## src/logic/sfc_pkg.sv

```systemverilog
package sfc_pkg;
   // ------------------------------------------------------------
   // Register byte addresses
   // ------------------------------------------------------------
   localparam logic [7:0] ADDR_LINE_STATUS = 8'h00;
   localparam logic [7:0] ADDR_BIT_ORDER = 8'h04;
   localparam logic [7:0] ADDR_THRESHOLD = 8'h08;
   localparam logic [7:0] ADDR_MODE = 8'h0c;
   localparam logic [7:0] ADDR_FIFO_CTRL = 8'h10;
   localparam logic [7:0] ADDR_COUNTS = 8'h14;
   // ------------------------------------------------------------
   // Reset values and fixed bits
   // ------------------------------------------------------------
   localparam logic [7:0] BIT_ORDER_FIXED = 8'hf2;
   localparam logic [4:0] THR_COUNT_RST = 5'h1f;
   // ------------------------------------------------------------
   // Field positions
   // ------------------------------------------------------------
   localparam int BO_DIR = 3;
   localparam int TH_RSEL = 15;
   localparam int TH_RCNT = 8;
   localparam int TH_TSEL = 7;
   localparam int MD_SYNC = 7;
   localparam int MD_CHR = 6;
   localparam int MD_PE = 5;
   localparam int MD_STOP = 3;
   localparam int MD_CKE = 0;
   localparam int FC_RCODE = 6;
   localparam int FC_TCODE = 4;
   // ------------------------------------------------------------
   // Sizes and threshold tables
   // ------------------------------------------------------------
   localparam int FIFO_DEPTH = 16;
   localparam logic [4:0] FIFO_FULL = 5'h10;
   localparam logic [4:0] RX_ASYNC_TAB [4] = '{5'h01, 5'h04, 5'h08, 5'h0e};
   localparam logic [4:0] RX_SYNC_TAB [4] = '{5'h01, 5'h02, 5'h08, 5'h0e};
   localparam logic [4:0] TX_CODE_TAB [4] = '{5'h08, 5'h04, 5'h02, 5'h00};
   localparam logic [7:0] CHAR_MASK7 = 8'h7f;
   typedef enum logic [1:0] {
      CK_INT = 2'b00,
      CK_INT_OUT = 2'b01,
      CK_EXT = 2'b10,
      CK_BAD = 2'b11
   } clk_src_type;
endpackage : sfc_pkg

```

## src/logic/serial_fifo_trigger_format_ctrl.sv

```systemverilog
`timescale 1ns/1ps
// Operation
// Overrun flag ignores writes of one; zero clears only after it was read as one.
// Set overrun when a character completes with sixteen bytes unread.
// On overrun keep FIFO, drop new character, block reception while flagged.
// Receiver disable leaves overrun alone; reset or read-then-zero clears it.
// Line status resets to zero; upper fifteen bits read zero.
// Bit-order bit: zero LSB first, one MSB first, both directions.
// Bit order applies only with 8-bit characters, in both modes.
// Receive select: zero uses coded field, one uses direct count.
// Direct receive: flag when stored count reaches value 1..16.
// Software must not program receive count 0 or 17..31.
// Transmit select: zero uses coded field, one uses direct count.
// Direct transmit: flag when untransmitted count reaches value 0..15.
// Separate sixteen-entry transmit and receive FIFOs.
// Async: length bit 8/7 data, parity enable, stop bits 1 or 2.
// Sync mode: fixed 8 bits, no parity, no stop bits.
// Async reception reports framing, parity, full, overrun, ready, break.
// Sync reception reports overrun only. The code also still drives ready and the receive full flag in sync mode.
// Async clock codes: 00 internal, 01 drive 16x out, 10 external, 11 bad.
// Sync: upper bit clear drives clock out, set takes pin as input.
// External async clock must be sixteen times the bit rate.
// Coded receive: 1,4,8,14 async; 1,2,8,14 sync.
// Coded transmit: flag when count below 8,4,2,0.
// Armed state set by reading overrun as one enables the zero clear.
// Thresholds are compared every clock so changes act at once.
module serial_fifo_trigger_format_ctrl
   import sfc_pkg::*;
(
   // Clock and reset
   input wire logic i_clk,
   input wire logic i_rst,
   // APB slave
   input wire logic i_psel,
   input wire logic i_penable,
   input wire logic i_pwrite,
   input wire logic [7:0] i_paddr,
   input wire logic [31:0] i_pwdata,
   output logic [31:0] o_prdata,
   output logic o_pready,
   output logic o_pslverr,
   // Receive engine side
   input wire logic i_rx_done,
   input wire logic [7:0] i_rx_char,
   input wire logic i_rx_frame_err,
   input wire logic i_rx_parity_err,
   input wire logic i_rx_break,
   input wire logic i_receiver_enable,
   output logic o_rx_accept_en,
   output logic o_rx_full_flag,
   output logic o_rx_ready,
   output logic o_rx_err_frame,
   output logic o_rx_err_parity,
   output logic o_rx_break,
   output logic o_overrun_flag,
   // Transmit engine side
   input wire logic i_tx_take,
   output logic [7:0] o_tx_char,
   output logic o_tx_avail,
   output logic o_tx_low_flag,
   // Format and clock decode
   output logic o_msb_first,
   output logic o_seven_bit,
   output logic o_parity_on,
   output logic o_two_stop,
   output logic o_sync_mode,
   output logic o_clk_external,
   output logic o_clk_drive_out,
   output logic o_clk_pin_port,
   output logic o_clk_bad_setting
);
   // ------------------------------------------------------------
   // Registers
   // ------------------------------------------------------------
   logic overrun_ff, armed_ff, msb_ff, rx_pick_ff;
   logic rsel_ff, tsel_ff;
   logic [4:0] rcnt_ff, tcnt_ff;
   logic [7:0] mode_ff;
   logic [1:0] rcode_ff, tcode_ff;
   logic [7:0] rx_mem [FIFO_DEPTH];
   logic [7:0] tx_mem [FIFO_DEPTH];
   logic [3:0] rx_wp_ff, rx_rp_ff, tx_wp_ff, tx_rp_ff;
   logic [4:0] rx_n_ff, tx_n_ff;
   logic [3:0] rx_err_ff;

   function automatic logic [7:0] reverse8(input logic [7:0] v);
      logic [7:0] r;
      r = '0;
      for (int i = 0; i < 8; i++) begin
         r[i] = v[7 - i];
      end
      return r;
   endfunction : reverse8

   // ------------------------------------------------------------
   // Bus decode
   // ------------------------------------------------------------
   wire acc = i_psel && i_penable;
   wire wr = acc && i_pwrite;
   wire rd = acc && !i_pwrite;
   wire hit_ls = i_paddr == ADDR_LINE_STATUS;
   wire hit_bo = i_paddr == ADDR_BIT_ORDER;
   wire hit_th = i_paddr == ADDR_THRESHOLD;
   wire hit_md = i_paddr == ADDR_MODE;
   wire hit_fc = i_paddr == ADDR_FIFO_CTRL;
   wire hit_cn = i_paddr == ADDR_COUNTS;
   wire hit_any = hit_ls | hit_bo | hit_th | hit_md | hit_fc | hit_cn;
   wire [15:0] th_word = {rsel_ff, 2'b00, rcnt_ff, tsel_ff, 2'b00, tcnt_ff};
   wire [7:0] fc_word = {rcode_ff, tcode_ff, 4'h0};
   wire [7:0] bo_word = BIT_ORDER_FIXED | ({7'h00, msb_ff} << BO_DIR);
   logic [31:0] rdata;
   always_comb begin
      rdata = 32'h0;
      if (hit_ls) rdata = {31'h0, overrun_ff};
      if (hit_bo) rdata = {24'h0, bo_word};
      if (hit_th) rdata = {16'h0, th_word};
      if (hit_md) rdata = {24'h0, mode_ff};
      if (hit_fc) rdata = {24'h0, fc_word};
      if (hit_cn) rdata = {19'h0, tx_n_ff, 3'h0, rx_n_ff};
   end

   // ------------------------------------------------------------
   // Mode decode
   // ------------------------------------------------------------
   wire sync_m = mode_ff[MD_SYNC];
   wire seven = !sync_m && mode_ff[MD_CHR];
   wire [1:0] cke = mode_ff[MD_CKE +: 2];
   wire msb_eff = msb_ff && !seven;

   // ------------------------------------------------------------
   // Receive path
   // ------------------------------------------------------------
   wire rx_full = rx_n_ff == FIFO_FULL;
   wire rx_ovr = i_rx_done && rx_full && !overrun_ff;
   wire rx_push = i_rx_done && !rx_full && !overrun_ff;
   wire rx_pop = rd && hit_fc && rx_pick_ff;
   wire rd_setup = i_psel && !i_penable && !i_pwrite;
   wire [31:0] rd_word = (hit_fc && rx_n_ff != 5'h00) ?
      {24'h0, rx_mem[rx_rp_ff]} : rdata;
   wire [7:0] rx_masked = seven ? (i_rx_char & CHAR_MASK7) : i_rx_char;
   wire [7:0] rx_store = msb_eff ? reverse8(rx_masked) : rx_masked;
   wire [4:0] rx_thr = rsel_ff ? rcnt_ff :
      (sync_m ? RX_SYNC_TAB[rcode_ff] : RX_ASYNC_TAB[rcode_ff]);
   wire [4:0] tx_thr = tsel_ff ? tcnt_ff : TX_CODE_TAB[tcode_ff];
   wire ov_clear = wr && hit_ls && !i_pwdata[0] && armed_ff;

   always_ff @(posedge i_clk or posedge i_rst) begin
      if (i_rst) begin
         overrun_ff <= 1'b0;
         armed_ff <= 1'b0;
      end else begin
         // Set wins over clear; i_receiver_enable is not looked at. R4
         if (rx_ovr) begin
            overrun_ff <= 1'b1;
         end else if (ov_clear) begin
            overrun_ff <= 1'b0;
         end
         // Armed only when the word handed to software showed the flag.
         if (rd && hit_ls && o_prdata[0]) begin
            armed_ff <= 1'b1;
         end else if (ov_clear || rx_ovr) begin
            armed_ff <= 1'b0;
         end
      end
   end

   always_ff @(posedge i_clk or posedge i_rst) begin
      if (i_rst) begin
         rx_wp_ff <= 4'h0;
         rx_rp_ff <= 4'h0;
         rx_n_ff <= 5'h00;
         rx_err_ff <= 4'h0;
         o_prdata <= 32'h0;
         rx_pick_ff <= 1'b0;
      end else begin
         if (rx_push) begin
            rx_mem[rx_wp_ff] <= rx_store;
            rx_wp_ff <= rx_wp_ff + 4'h1;
            // Framing, parity and break are not reported in synchronous mode; ready and full still are. R16 R17
            rx_err_ff <= sync_m ? 4'h0 :
               {i_rx_frame_err, i_rx_parity_err, i_rx_break, 1'b0};
         end
         if (rx_pop) rx_rp_ff <= rx_rp_ff + 4'h1;
         if (rx_push && !rx_pop) rx_n_ff <= rx_n_ff + 5'h01;
         if (!rx_push && rx_pop) rx_n_ff <= rx_n_ff - 5'h01;
         // Read data is latched at the setup edge so that it stands in the
         // access cycle; the FIFO pop waits for the access edge.
         if (rd_setup) o_prdata <= rd_word;
         rx_pick_ff <= rd_setup && hit_fc && rx_n_ff != 5'h00;
      end
   end

   // ------------------------------------------------------------
   // Transmit path
   // ------------------------------------------------------------
   wire tx_push = wr && hit_cn && tx_n_ff != FIFO_FULL;
   wire tx_pop = i_tx_take && tx_n_ff != 5'h00;
   wire [7:0] tx_in = seven ? (i_pwdata[7:0] & CHAR_MASK7) : i_pwdata[7:0];

   always_ff @(posedge i_clk or posedge i_rst) begin
      if (i_rst) begin
         tx_wp_ff <= 4'h0;
         tx_rp_ff <= 4'h0;
         tx_n_ff <= 5'h00;
      end else begin
         if (tx_push) begin
            tx_mem[tx_wp_ff] <= msb_eff ? reverse8(tx_in) : tx_in;
            tx_wp_ff <= tx_wp_ff + 4'h1;
         end
         if (tx_pop) tx_rp_ff <= tx_rp_ff + 4'h1;
         if (tx_push && !tx_pop) tx_n_ff <= tx_n_ff + 5'h01;
         if (!tx_push && tx_pop) tx_n_ff <= tx_n_ff - 5'h01;
      end
   end

   // ------------------------------------------------------------
   // Software registers
   // ------------------------------------------------------------
   always_ff @(posedge i_clk or posedge i_rst) begin
      if (i_rst) begin
         msb_ff <= 1'b0;
         rsel_ff <= 1'b0;
         tsel_ff <= 1'b0;
         rcnt_ff <= THR_COUNT_RST;
         tcnt_ff <= THR_COUNT_RST;
         mode_ff <= 8'h00;
         rcode_ff <= 2'b00;
         tcode_ff <= 2'b00;
      end else if (wr) begin
         if (hit_bo) msb_ff <= i_pwdata[BO_DIR];
         if (hit_th) begin
            rsel_ff <= i_pwdata[TH_RSEL];
            rcnt_ff <= i_pwdata[TH_RCNT +: 5];
            tsel_ff <= i_pwdata[TH_TSEL];
            tcnt_ff <= i_pwdata[4:0];
         end
         if (hit_md) mode_ff <= i_pwdata[7:0];
         if (hit_fc) begin
            rcode_ff <= i_pwdata[FC_RCODE +: 2];
            tcode_ff <= i_pwdata[FC_TCODE +: 2];
         end
      end
   end

   // ------------------------------------------------------------
   // Registered outputs
   // ------------------------------------------------------------
   always_ff @(posedge i_clk or posedge i_rst) begin
      if (i_rst) begin
         o_pready <= 1'b0;
         o_pslverr <= 1'b0;
         o_rx_accept_en <= 1'b0;
         o_rx_full_flag <= 1'b0;
         o_rx_ready <= 1'b0;
         o_rx_err_frame <= 1'b0;
         o_rx_err_parity <= 1'b0;
         o_rx_break <= 1'b0;
         o_overrun_flag <= 1'b0;
         o_tx_char <= 8'h00;
         o_tx_avail <= 1'b0;
         o_tx_low_flag <= 1'b0;
         o_msb_first <= 1'b0;
         o_seven_bit <= 1'b0;
         o_parity_on <= 1'b0;
         o_two_stop <= 1'b0;
         o_sync_mode <= 1'b0;
         o_clk_external <= 1'b0;
         o_clk_drive_out <= 1'b0;
         o_clk_pin_port <= 1'b1;
         o_clk_bad_setting <= 1'b0;
      end else begin
         o_pready <= i_psel && !i_penable;
         o_pslverr <= i_psel && !i_penable && !hit_any;
         o_rx_accept_en <= i_receiver_enable && !overrun_ff;
         o_rx_full_flag <= rx_n_ff >= rx_thr;
         o_rx_ready <= rx_n_ff != 5'h00;
         o_rx_err_frame <= rx_err_ff[3];
         o_rx_err_parity <= rx_err_ff[2];
         o_rx_break <= rx_err_ff[1];
         o_overrun_flag <= overrun_ff;
         o_tx_char <= tx_mem[tx_rp_ff];
         o_tx_avail <= tx_n_ff != 5'h00;
         // Direct count flags on reaching; coded flags below. R12 R22
         o_tx_low_flag <= tsel_ff ? (tx_n_ff <= tx_thr) : (tx_n_ff < tx_thr);
         o_msb_first <= msb_eff;
         o_seven_bit <= seven;
         o_parity_on <= !sync_m && mode_ff[MD_PE];
         o_two_stop <= !sync_m && mode_ff[MD_STOP];
         o_sync_mode <= sync_m;
         o_clk_external <= sync_m ? cke[1] : (cke == CK_EXT);
         o_clk_drive_out <= sync_m ? !cke[1] : (cke == CK_INT_OUT);
         o_clk_pin_port <= !sync_m && cke == CK_INT;
         o_clk_bad_setting <= !sync_m && cke == CK_BAD;
      end
   end

   // ------------------------------------------------------------
   // Assertions
   // ------------------------------------------------------------
   ovr_no_set1_a: assert property (@(posedge i_clk) disable iff (i_rst)
      !overrun_ff && !rx_ovr |=> !overrun_ff)
      else $error("overrun set without cause");
   ovr_set_a: assert property (@(posedge i_clk) disable iff (i_rst)
      rx_ovr |=> overrun_ff && o_overrun_flag == 1'b0 ##1 o_overrun_flag)
      else $error("overrun not raised");
   ovr_hold_fifo_a: assert property (@(posedge i_clk) disable iff (i_rst)
      overrun_ff && !rx_pop |=> rx_n_ff == $past(rx_n_ff))
      else $error("fifo changed during overrun");
   ovr_keep_a: assert property (@(posedge i_clk) disable iff (i_rst)
      overrun_ff && !ov_clear |=> overrun_ff)
      else $error("overrun lost");
   ovr_clear_a: assert property (@(posedge i_clk) disable iff (i_rst)
      ov_clear && !rx_ovr |=> !overrun_ff ##1 !o_overrun_flag)
      else $error("overrun not cleared");
   rx_thr_a: assert property (@(posedge i_clk) disable iff (i_rst)
      rsel_ff && rx_n_ff >= rcnt_ff |=> o_rx_full_flag)
      else $error("rx full flag missing");
   tx_thr_a: assert property (@(posedge i_clk) disable iff (i_rst)
      !tsel_ff && tx_n_ff < TX_CODE_TAB[tcode_ff] |=> o_tx_low_flag)
      else $error("tx low flag missing");
   sync_fmt_a: assert property (@(posedge i_clk) disable iff (i_rst)
      sync_m |=> !o_seven_bit && !o_parity_on && !o_two_stop)
      else $error("sync format wrong");
   fifo_cap_a: assert property (@(posedge i_clk) disable iff (i_rst)
      rx_n_ff <= FIFO_FULL && tx_n_ff <= FIFO_FULL)
      else $error("fifo count over depth");
   pready_a: assert property (@(posedge i_clk) disable iff (i_rst)
      i_psel && !i_penable |=> o_pready)
      else $error("ready missing in access cycle");
   slverr_a: assert property (@(posedge i_clk) disable iff (i_rst)
      i_psel && !i_penable && !hit_any |=> o_pslverr)
      else $error("unmapped access not refused");
   ls_upper_a: assert property (@(posedge i_clk) disable iff (i_rst)
      rd_setup && hit_ls |=> o_prdata[31:1] == 31'h0)
      else $error("line status upper bits set");
   order_len_a: assert property (@(posedge i_clk) disable iff (i_rst)
      seven |=> !o_msb_first)
      else $error("bit order applied to short chars");
   tx_order_a: assert property (@(posedge i_clk) disable iff (i_rst)
      msb_eff && tx_push |=>
      tx_mem[$past(tx_wp_ff)] == reverse8($past(tx_in)))
      else $error("tx byte not reversed");
   tx_direct_a: assert property (@(posedge i_clk) disable iff (i_rst)
      tsel_ff && tx_n_ff <= tcnt_ff |=> o_tx_low_flag)
      else $error("tx direct flag missing");
   tx_sel_a: assert property (@(posedge i_clk) disable iff (i_rst)
      tsel_ff && tx_n_ff > tcnt_ff |=> !o_tx_low_flag)
      else $error("tx direct flag early");
   parity_a: assert property (@(posedge i_clk) disable iff (i_rst)
      !sync_m && mode_ff[MD_PE] |=> o_parity_on)
      else $error("parity enable lost");
   frame_err_a: assert property (@(posedge i_clk) disable iff (i_rst)
      rx_push && !sync_m && i_rx_frame_err |-> ##2 o_rx_err_frame)
      else $error("framing error not reported");
   sync_err_a: assert property (@(posedge i_clk) disable iff (i_rst)
      rx_push && sync_m |=> rx_err_ff == 4'h0)
      else $error("error kept in sync mode");
   clk_bad_a: assert property (@(posedge i_clk) disable iff (i_rst)
      !sync_m && cke == CK_BAD |=> o_clk_bad_setting)
      else $error("forbidden clock code not flagged");
   sync_clk_a: assert property (@(posedge i_clk) disable iff (i_rst)
      sync_m && !cke[1] |=> o_clk_drive_out && !o_clk_external)
      else $error("sync clock not driven");
   rx_coded_a: assert property (@(posedge i_clk) disable iff (i_rst)
      !rsel_ff && !sync_m && rx_n_ff >= RX_ASYNC_TAB[rcode_ff]
      |=> o_rx_full_flag)
      else $error("rx coded flag missing");
   // ------------------------------------------------------------
   // Cover points
   // ------------------------------------------------------------
   cov_ovr_c: cover property (@(posedge i_clk) rx_ovr ##[1:100] ov_clear);
   cov_full_c: cover property (@(posedge i_clk) rx_full);
   cov_sync_c: cover property (@(posedge i_clk) sync_m && rx_push);
   cov_msb_c: cover property (@(posedge i_clk) msb_eff && tx_push);
   cov_direct_c: cover property (@(posedge i_clk) rsel_ff && o_rx_full_flag);
endmodule : serial_fifo_trigger_format_ctrl

```

## config.mk

```make
export PLATFORM = sky130hd
export DESIGN_NAME = serial_fifo_trigger_format_ctrl
export DESIGN_NICKNAME = d
export VERILOG_FILES = /design/src/logic/sfc_pkg.sv /design/src/logic/serial_fifo_trigger_format_ctrl.sv
export SDC_FILE = /design/constraint.sdc
export NUM_CORES = 1
export LEC_CHECK = 0
export BUFFER_PORTS_ARGS = -buffer_cell sky130_fd_sc_hd__buf_2
export CAP_MARGIN = 20
export CORE_MARGIN = 2
export CORE_UTILIZATION = 60
export DETAILED_ROUTE_END_ITERATION = 6
export GPL_ROUTABILITY_DRIVEN = 0
export PLACE_DENSITY = 0.91
export SYNTH_ARGS = -nofsm -noshare
export SYNTH_HDL_FRONTEND = slang
export SYNTH_SLANG_ARGS = --single-unit
```

## constraint.sdc

```tcl
create_clock -name i_clk -period 9.9 [get_ports i_clk]
set_input_delay 1.98 -clock i_clk [delete_from_list [all_inputs] [get_ports i_clk]]
set_output_delay 1.98 -clock i_clk [all_outputs]
set_load 0.01 [all_outputs]
```

# Word level (Yosys, flattened, before mapping)

Memories as Yosys holds them, arrays and structs flattened. A register that Yosys moved wholly into a read port is not among the register bits.
Cells that the tools add are included.

Register bits: 110
Latch bits: 0
RAM bits: 256
Bits in read-only memories: 0
Input port bits: 59
Output and inout port bits: 60
Logic and storage cells: 173
Memories kept: 2

Memory list:

| name   | depth | width | rd ports | clocked after Yosys merged registers in | write ports | line                                  | text |
|---|---|---|---|---|---|---|---|
| rx_mem | 16    | 8     | 1        | 0                                       | 1           | serial_fifo_trigger_format_ctrl.sv:80 | `logic [7:0] rx_mem [FIFO_DEPTH];` |
| tx_mem | 16    | 8     | 1        | 1                                       | 1           | serial_fifo_trigger_format_ctrl.sv:81 | `logic [7:0] tx_mem [FIFO_DEPTH];` |

Add/sub/neg operators: 8
$mul: 0
Div/mod/pow operators: 0
Order comparisons: 5
Equal/unequal tests: 10
Shift operators: 0
Mux-type cells: 39
Bitwise logic cells: 7
Reduce and logical (&&, ||, !) cells: 63

Operators with widths:

| kind                  | count |
|---|---|
| $mux W5               | 13 |
| $mux W32              | 2 |
| $mux W16              | 3 |
| $mux W8               | 5 |
| $logic_and A1 B1 Y1   | 36 |
| $bmux W5 S2           | 3 |
| $add A4 B1 Y4 const B | 4 |
| $eq A8 B4 Y1 const B  | 2 |
| $eq A8 B5 Y1 const B  | 2 |
| $logic_not A1 Y1      | 14 |
| $mux W1               | 12 |
| $add A5 B1 Y5 const B | 2 |
| $reduce_bool A5 Y1    | 2 |
| $sub A5 B1 Y5 const B | 2 |
| $eq A8 B3 Y1 const B  | 1 |
| $logic_not A8 Y1      | 1 |
| $reduce_and A2 Y1     | 4 |
| $reduce_bool A2 Y1    | 4 |
| $ge A3 B3 Y1 const B  | 2 |
| $not A2 Y3            | 2 |
| $eq A5 B5 Y1 const B  | 1 |
| $ge A5 B5 Y1          | 1 |
| $le A5 B5 Y1          | 1 |
| $lt A5 B5 Y1          | 1 |
| other kinds (7)       | 12 |

# Longest topological paths before layout

Depth in word-level cells: 8
Mapped depth: 13
Depth with buffers taken out: 11

# Worst setup path before layout

Ideal clock, no wire load.

Path kind: input to register
From: input port i_rst
To: memory tx_mem[6][0] (enable)
Library setup time: 383 ps
Arrival: 5027 ps
Data required time: 9517 ps
Slack: 4490 ps
Stages on the path: 3
Cell sequence: inv_1 -> nand2_1 -> nor3_1

Word-level cells in the longest chain between the ends: 3

Ends and longest elaborated chain:

| what                                      | line                                   | text |
|---|---|---|
| start: declaration                        | serial_fifo_trigger_format_ctrl.sv:32  | `input wire logic i_rst,` |
| $logic_not A1 Y1 (no line)                | --                                     |  |
| $logic_and A1 B1 Y1 (implied by the code) | serial_fifo_trigger_format_ctrl.sv:207 | `tx_mem[tx_wp_ff] <= msb_eff ? reverse8(tx_in) : tx_in;` |
| $mux W1                                   | serial_fifo_trigger_format_ctrl.sv:207 |  |
| end: declaration                          | serial_fifo_trigger_format_ctrl.sv:81  |  |

Every way passes these cells.

# Worst setup path in the final report

From: input port i_paddr[2]
To: memory tx_mem[3][5] (enable)

Word-level cells in the longest chain between the ends: 6

Ends and longest elaborated chain:

| what                                      | line                                   | text |
|---|---|---|
| start: declaration                        | serial_fifo_trigger_format_ctrl.sv:37  | `input wire logic [7:0] i_paddr,` |
| $eq A8 B5 Y1                              | serial_fifo_trigger_format_ctrl.sv:106 | `wire hit_cn = i_paddr == ADDR_COUNTS;` |
| $logic_and A1 B1 Y1 (2 in series)         | serial_fifo_trigger_format_ctrl.sv:196 | `wire tx_push = wr && hit_cn && tx_n_ff != FIFO_FULL;` |
| $mux W1                                   | serial_fifo_trigger_format_ctrl.sv:206 | `if (tx_push) begin` |
| $logic_and A1 B1 Y1 (implied by the code) | serial_fifo_trigger_format_ctrl.sv:207 |  |
| $mux W1                                   | serial_fifo_trigger_format_ctrl.sv:207 |  |

Every way passes these cells.

==> summary.md <==
| Metric | Value |
|---|---|
| Final Hold Viols | 0 |
| P_int | 2.811 mW |
| IO buf count | 82 |
| Final period util | 52.28% |
| Setup crit start kind | input pin |
| Clk sink count | 355 |
| Peak fanout along the critical path | 20 |
| CTS clock-pin slew for the worst setup and hold paths | 0.06 ns |
| Diode count | 0 |
| Clock power share | between 30 and 40% |
| Synthesized area | about 15000 sq um |
| Post-CTS sizing | 0 |
| Total CTS buffers | 37 |
| Met1 Track Usage GR | 33.53% |
| Largest net degree at the start of global routing | slightly above 80 |
| Clock buffer depth | 3 |
| Via-per-instance ratio | around 6.3 |
| Setup tns final | 0 ns |
| Comb pwr share | 16.6% |
| EDFF count, synth | 256 |
| WL final | 32.11 mm |
| Crit. End Element | flop |
| Layout cells sized above 1 | 27.02% |
| Layout area overhead | 12.22% |
| Gr usage total | about 25% |
| GRT Residual Overflow | 0 |
| Met3 usage | 4.111% |
| Worst setup path class | input pin to flop |
| Final instance area | ~17000 sq um |
| Synth Register Bits | 355 |
| Vias in the first global route | 8632 |
| Max H-tree Level | 2 |
| Worst Skew | 0.02628 ns |
| Max-slew violations | 0 |
| Post-synth cell types | 61 |
| GRT busiest layer | met2 |
| Fill cells | between 1500 and 2000 |
| Final setup viols | 0 |
| Power Dens Cells | between 200 and 250 nW/um^2 |
| Postcts setup bufs | 0 |
| Worst-margin pin slew | between 1 and 1.5 ns |
| Most frequent cells in the layout | edfxtp_1 (256), nand2_1 (99), dfrtp_1 (86) |
| Post-Synthesis Cells | 928 |
| Ys flop type | edfxtp_1 |
| Worst Path Required | 10.06 ns |
| Synth Warn # | 0 |
| Grt met2 use | 42.86% |
| VDD IR max | between 0.2 and 0.25 mV |
| Die span in y | 162.1 microns |
| Cell Rows | 57 |
| NetSw | 1.015 mW |
| Routed Antenna Nets | 0 |
| Post-placement cell area | 15620 sq um |
| Final core area utilization | 68.84% |
| Register area share after synthesis | about two thirds |
| Die W | 162.1 microns |
| DR iter-0 viols | 842 |
| Syn Area/Cell | approximately 16 sq um |
| Final net count | 1094 |
| I/O pin count | 119 |
| Worst skew pair latency | between 0.5 and 0.6 ns |
| Hold Buf Count CTS | 0 |
| Asr flop ratio synth | between 20 and 30% |
| FMAX | 0.1932 GHz |
| Relative slew slack | 28.24% |
| CTS tree | built |
| Full die area | 26290 sq um |
| Clock period minus worst slack | 5.176 ns |
| Antenna violations before repair | 1 |
| Total of max-cap violations | 0 |
| CORE AREA | 24460 sq um |
| Sw Share | 26.53% |
| Post-DP HPWL | just over 20 mm |
| DR vias | 8533 |
| DR pass1 iterations | 5 |
| Cell chosen for the clock root | clkbuf_16 |
| Hold Crit Class | flop to flop |
| WL/cell | between 20 and 25 microns |
| Initial Util | 61.34% |
| RSZ-0062 raised after global routing | false |
| Pleak | 6.172 nW |
| Commonest non-fill, non-tap cell in the layout | edfxtp_1 |
| Status | finished, final reports clean |
| DR DRC count | 0 |
| Sequential Power Share | 47.8% |
| CP arrival | 5.33 ns |
| First-pass GRT wire length | 49.44 mm |
## flip-flops by register name, indices dropped and copies added (netlist names), 3 cells and up
register   cells
rx_rp_ff       4
rx_n_ff        5
o_tx_char      8
rcnt_ff        5
o_prdata      14
rx_err_ff      3
tx_n_ff        5
rx_mem       128
tx_rp_ff       4
tx_mem       128
mode_ff        8
tx_wp_ff       4
tcnt_ff        5
rx_wp_ff       4
## critical path: stages
cell and delay [ns]:
buf_2 0.33, or4b_2 0.64, nor2_1 0.74, and3_1 0.54
nand2b_1 0.31, nor2_1 0.78
## path summary, 6_finish.rpt
check	cells past startpoint	to	from	slack, ns
hold / removal	0	o_rx_err_frame	rx_err_ff[3]	0.38
max in group asynchronous	4	rcnt_ff[0]	i_rst	7.45
setup / recovery	6	tx_mem[3][5]	i_paddr[2]	4.72
min in group asynchronous	2	o_msb_first	i_rst	1.51
hold reg to reg	0	o_rx_err_frame	rx_err_ff[3]	0.38
setup reg to reg	11	rx_n_ff[2]	rx_n_ff[2]	5.87
## final cells by class
class	count	area (sq um)	area share, %
Clock buffer	49	991.0	5.885
Sequential cell	355	10180	60.46
Tap cell	324	405.4	2.407
Inverter	17	66.31	0.3938
Multi-Input combinational cell	508	4488	26.65
Clock inverter	19	201.4	1.196
Timing Repair Buffer	92	505.5	3.002
## cells in the mapped netlist, drive strengths merged (4+ instances only)
cell type  count  area [sq um]
edfxtp       256          7687
nand2        101         384.1
dfrtp         88          2202
mux4          79          1779
nor2          56         210.2
buf           39         240.2
mux2          30         375.4
clkbuf        26         97.59
ha            24         300.3
o21ai         22         113.9
nor2b         19         121.4
a21oi         16         83.83
inv           16         60.06
xnor2         14         122.6
nand2b        13         81.33
dfstp         11         289.0
a22oi         10         75.07
nor3          10         55.05
xor2          10         87.58
nand3          9         50.05
and3           7         43.79
a31oi          6         37.54
and2           6         37.54
a221oi         5         43.79
mux2i          5         50.05
nand4          5         31.28
nor3b          5         37.54
nor4           5         31.28
or3            5         31.28
o22ai          4         25.02
## layer usage
layer  up-vias  part of all wire, %  routed length (microns)
li1       3656                    -                        -
met1      4358                   38                    12350
met2       429                   51                    16500
met3        88                  7.6                     2446
met4         2                  2.5                      807
met5         -                0.040                       13
## power by group through the flow
stage	Sequential (mW)	Clock, mW	Combinational (mW)
after floorplan	1.80	0	0.496
after global placement	1.85	0	0.605
after detailed placement	1.86	0	0.630
after CTS	1.83	1.37	0.636
after global routing	1.84	1.43	0.691
final	1.83	1.36	0.636
## kinds of logic (layout without fill, tap and decap cells)
logic type                 Yosys count  after routing  synth area share, %
DFF                                355            355                67.84
and+or+nand+nor                    249            249                7.939
muxes                              114            114                14.69
buffers and inverters               82            177                2.677
AOI/OAI and AO/OA                   79             79                3.427
adders and majority gates           24             24                2.001
xor gates and xnor gates            24             24                1.401
other                                1             18              0.02499
## metrics by stage
stage | hold WS, ns | total power, mW | instances | worst slack [ns]
finish | 0.3791 | 3.827 | 1364 | 4.724
global route | 0.3860 | 3.967 | 1364 | 4.618
CTS | 0.3790 | 3.833 | 1363 | 4.848
detailed placement | 0.3689 | 2.485 | 1295 | 4.349
global placement | 0.3596 | 2.455 | 1295 | 4.456
floorplan | 0.3519 | 2.300 | 945 | 4.490
No activity file was read; power rests on OpenSTA's default activity.
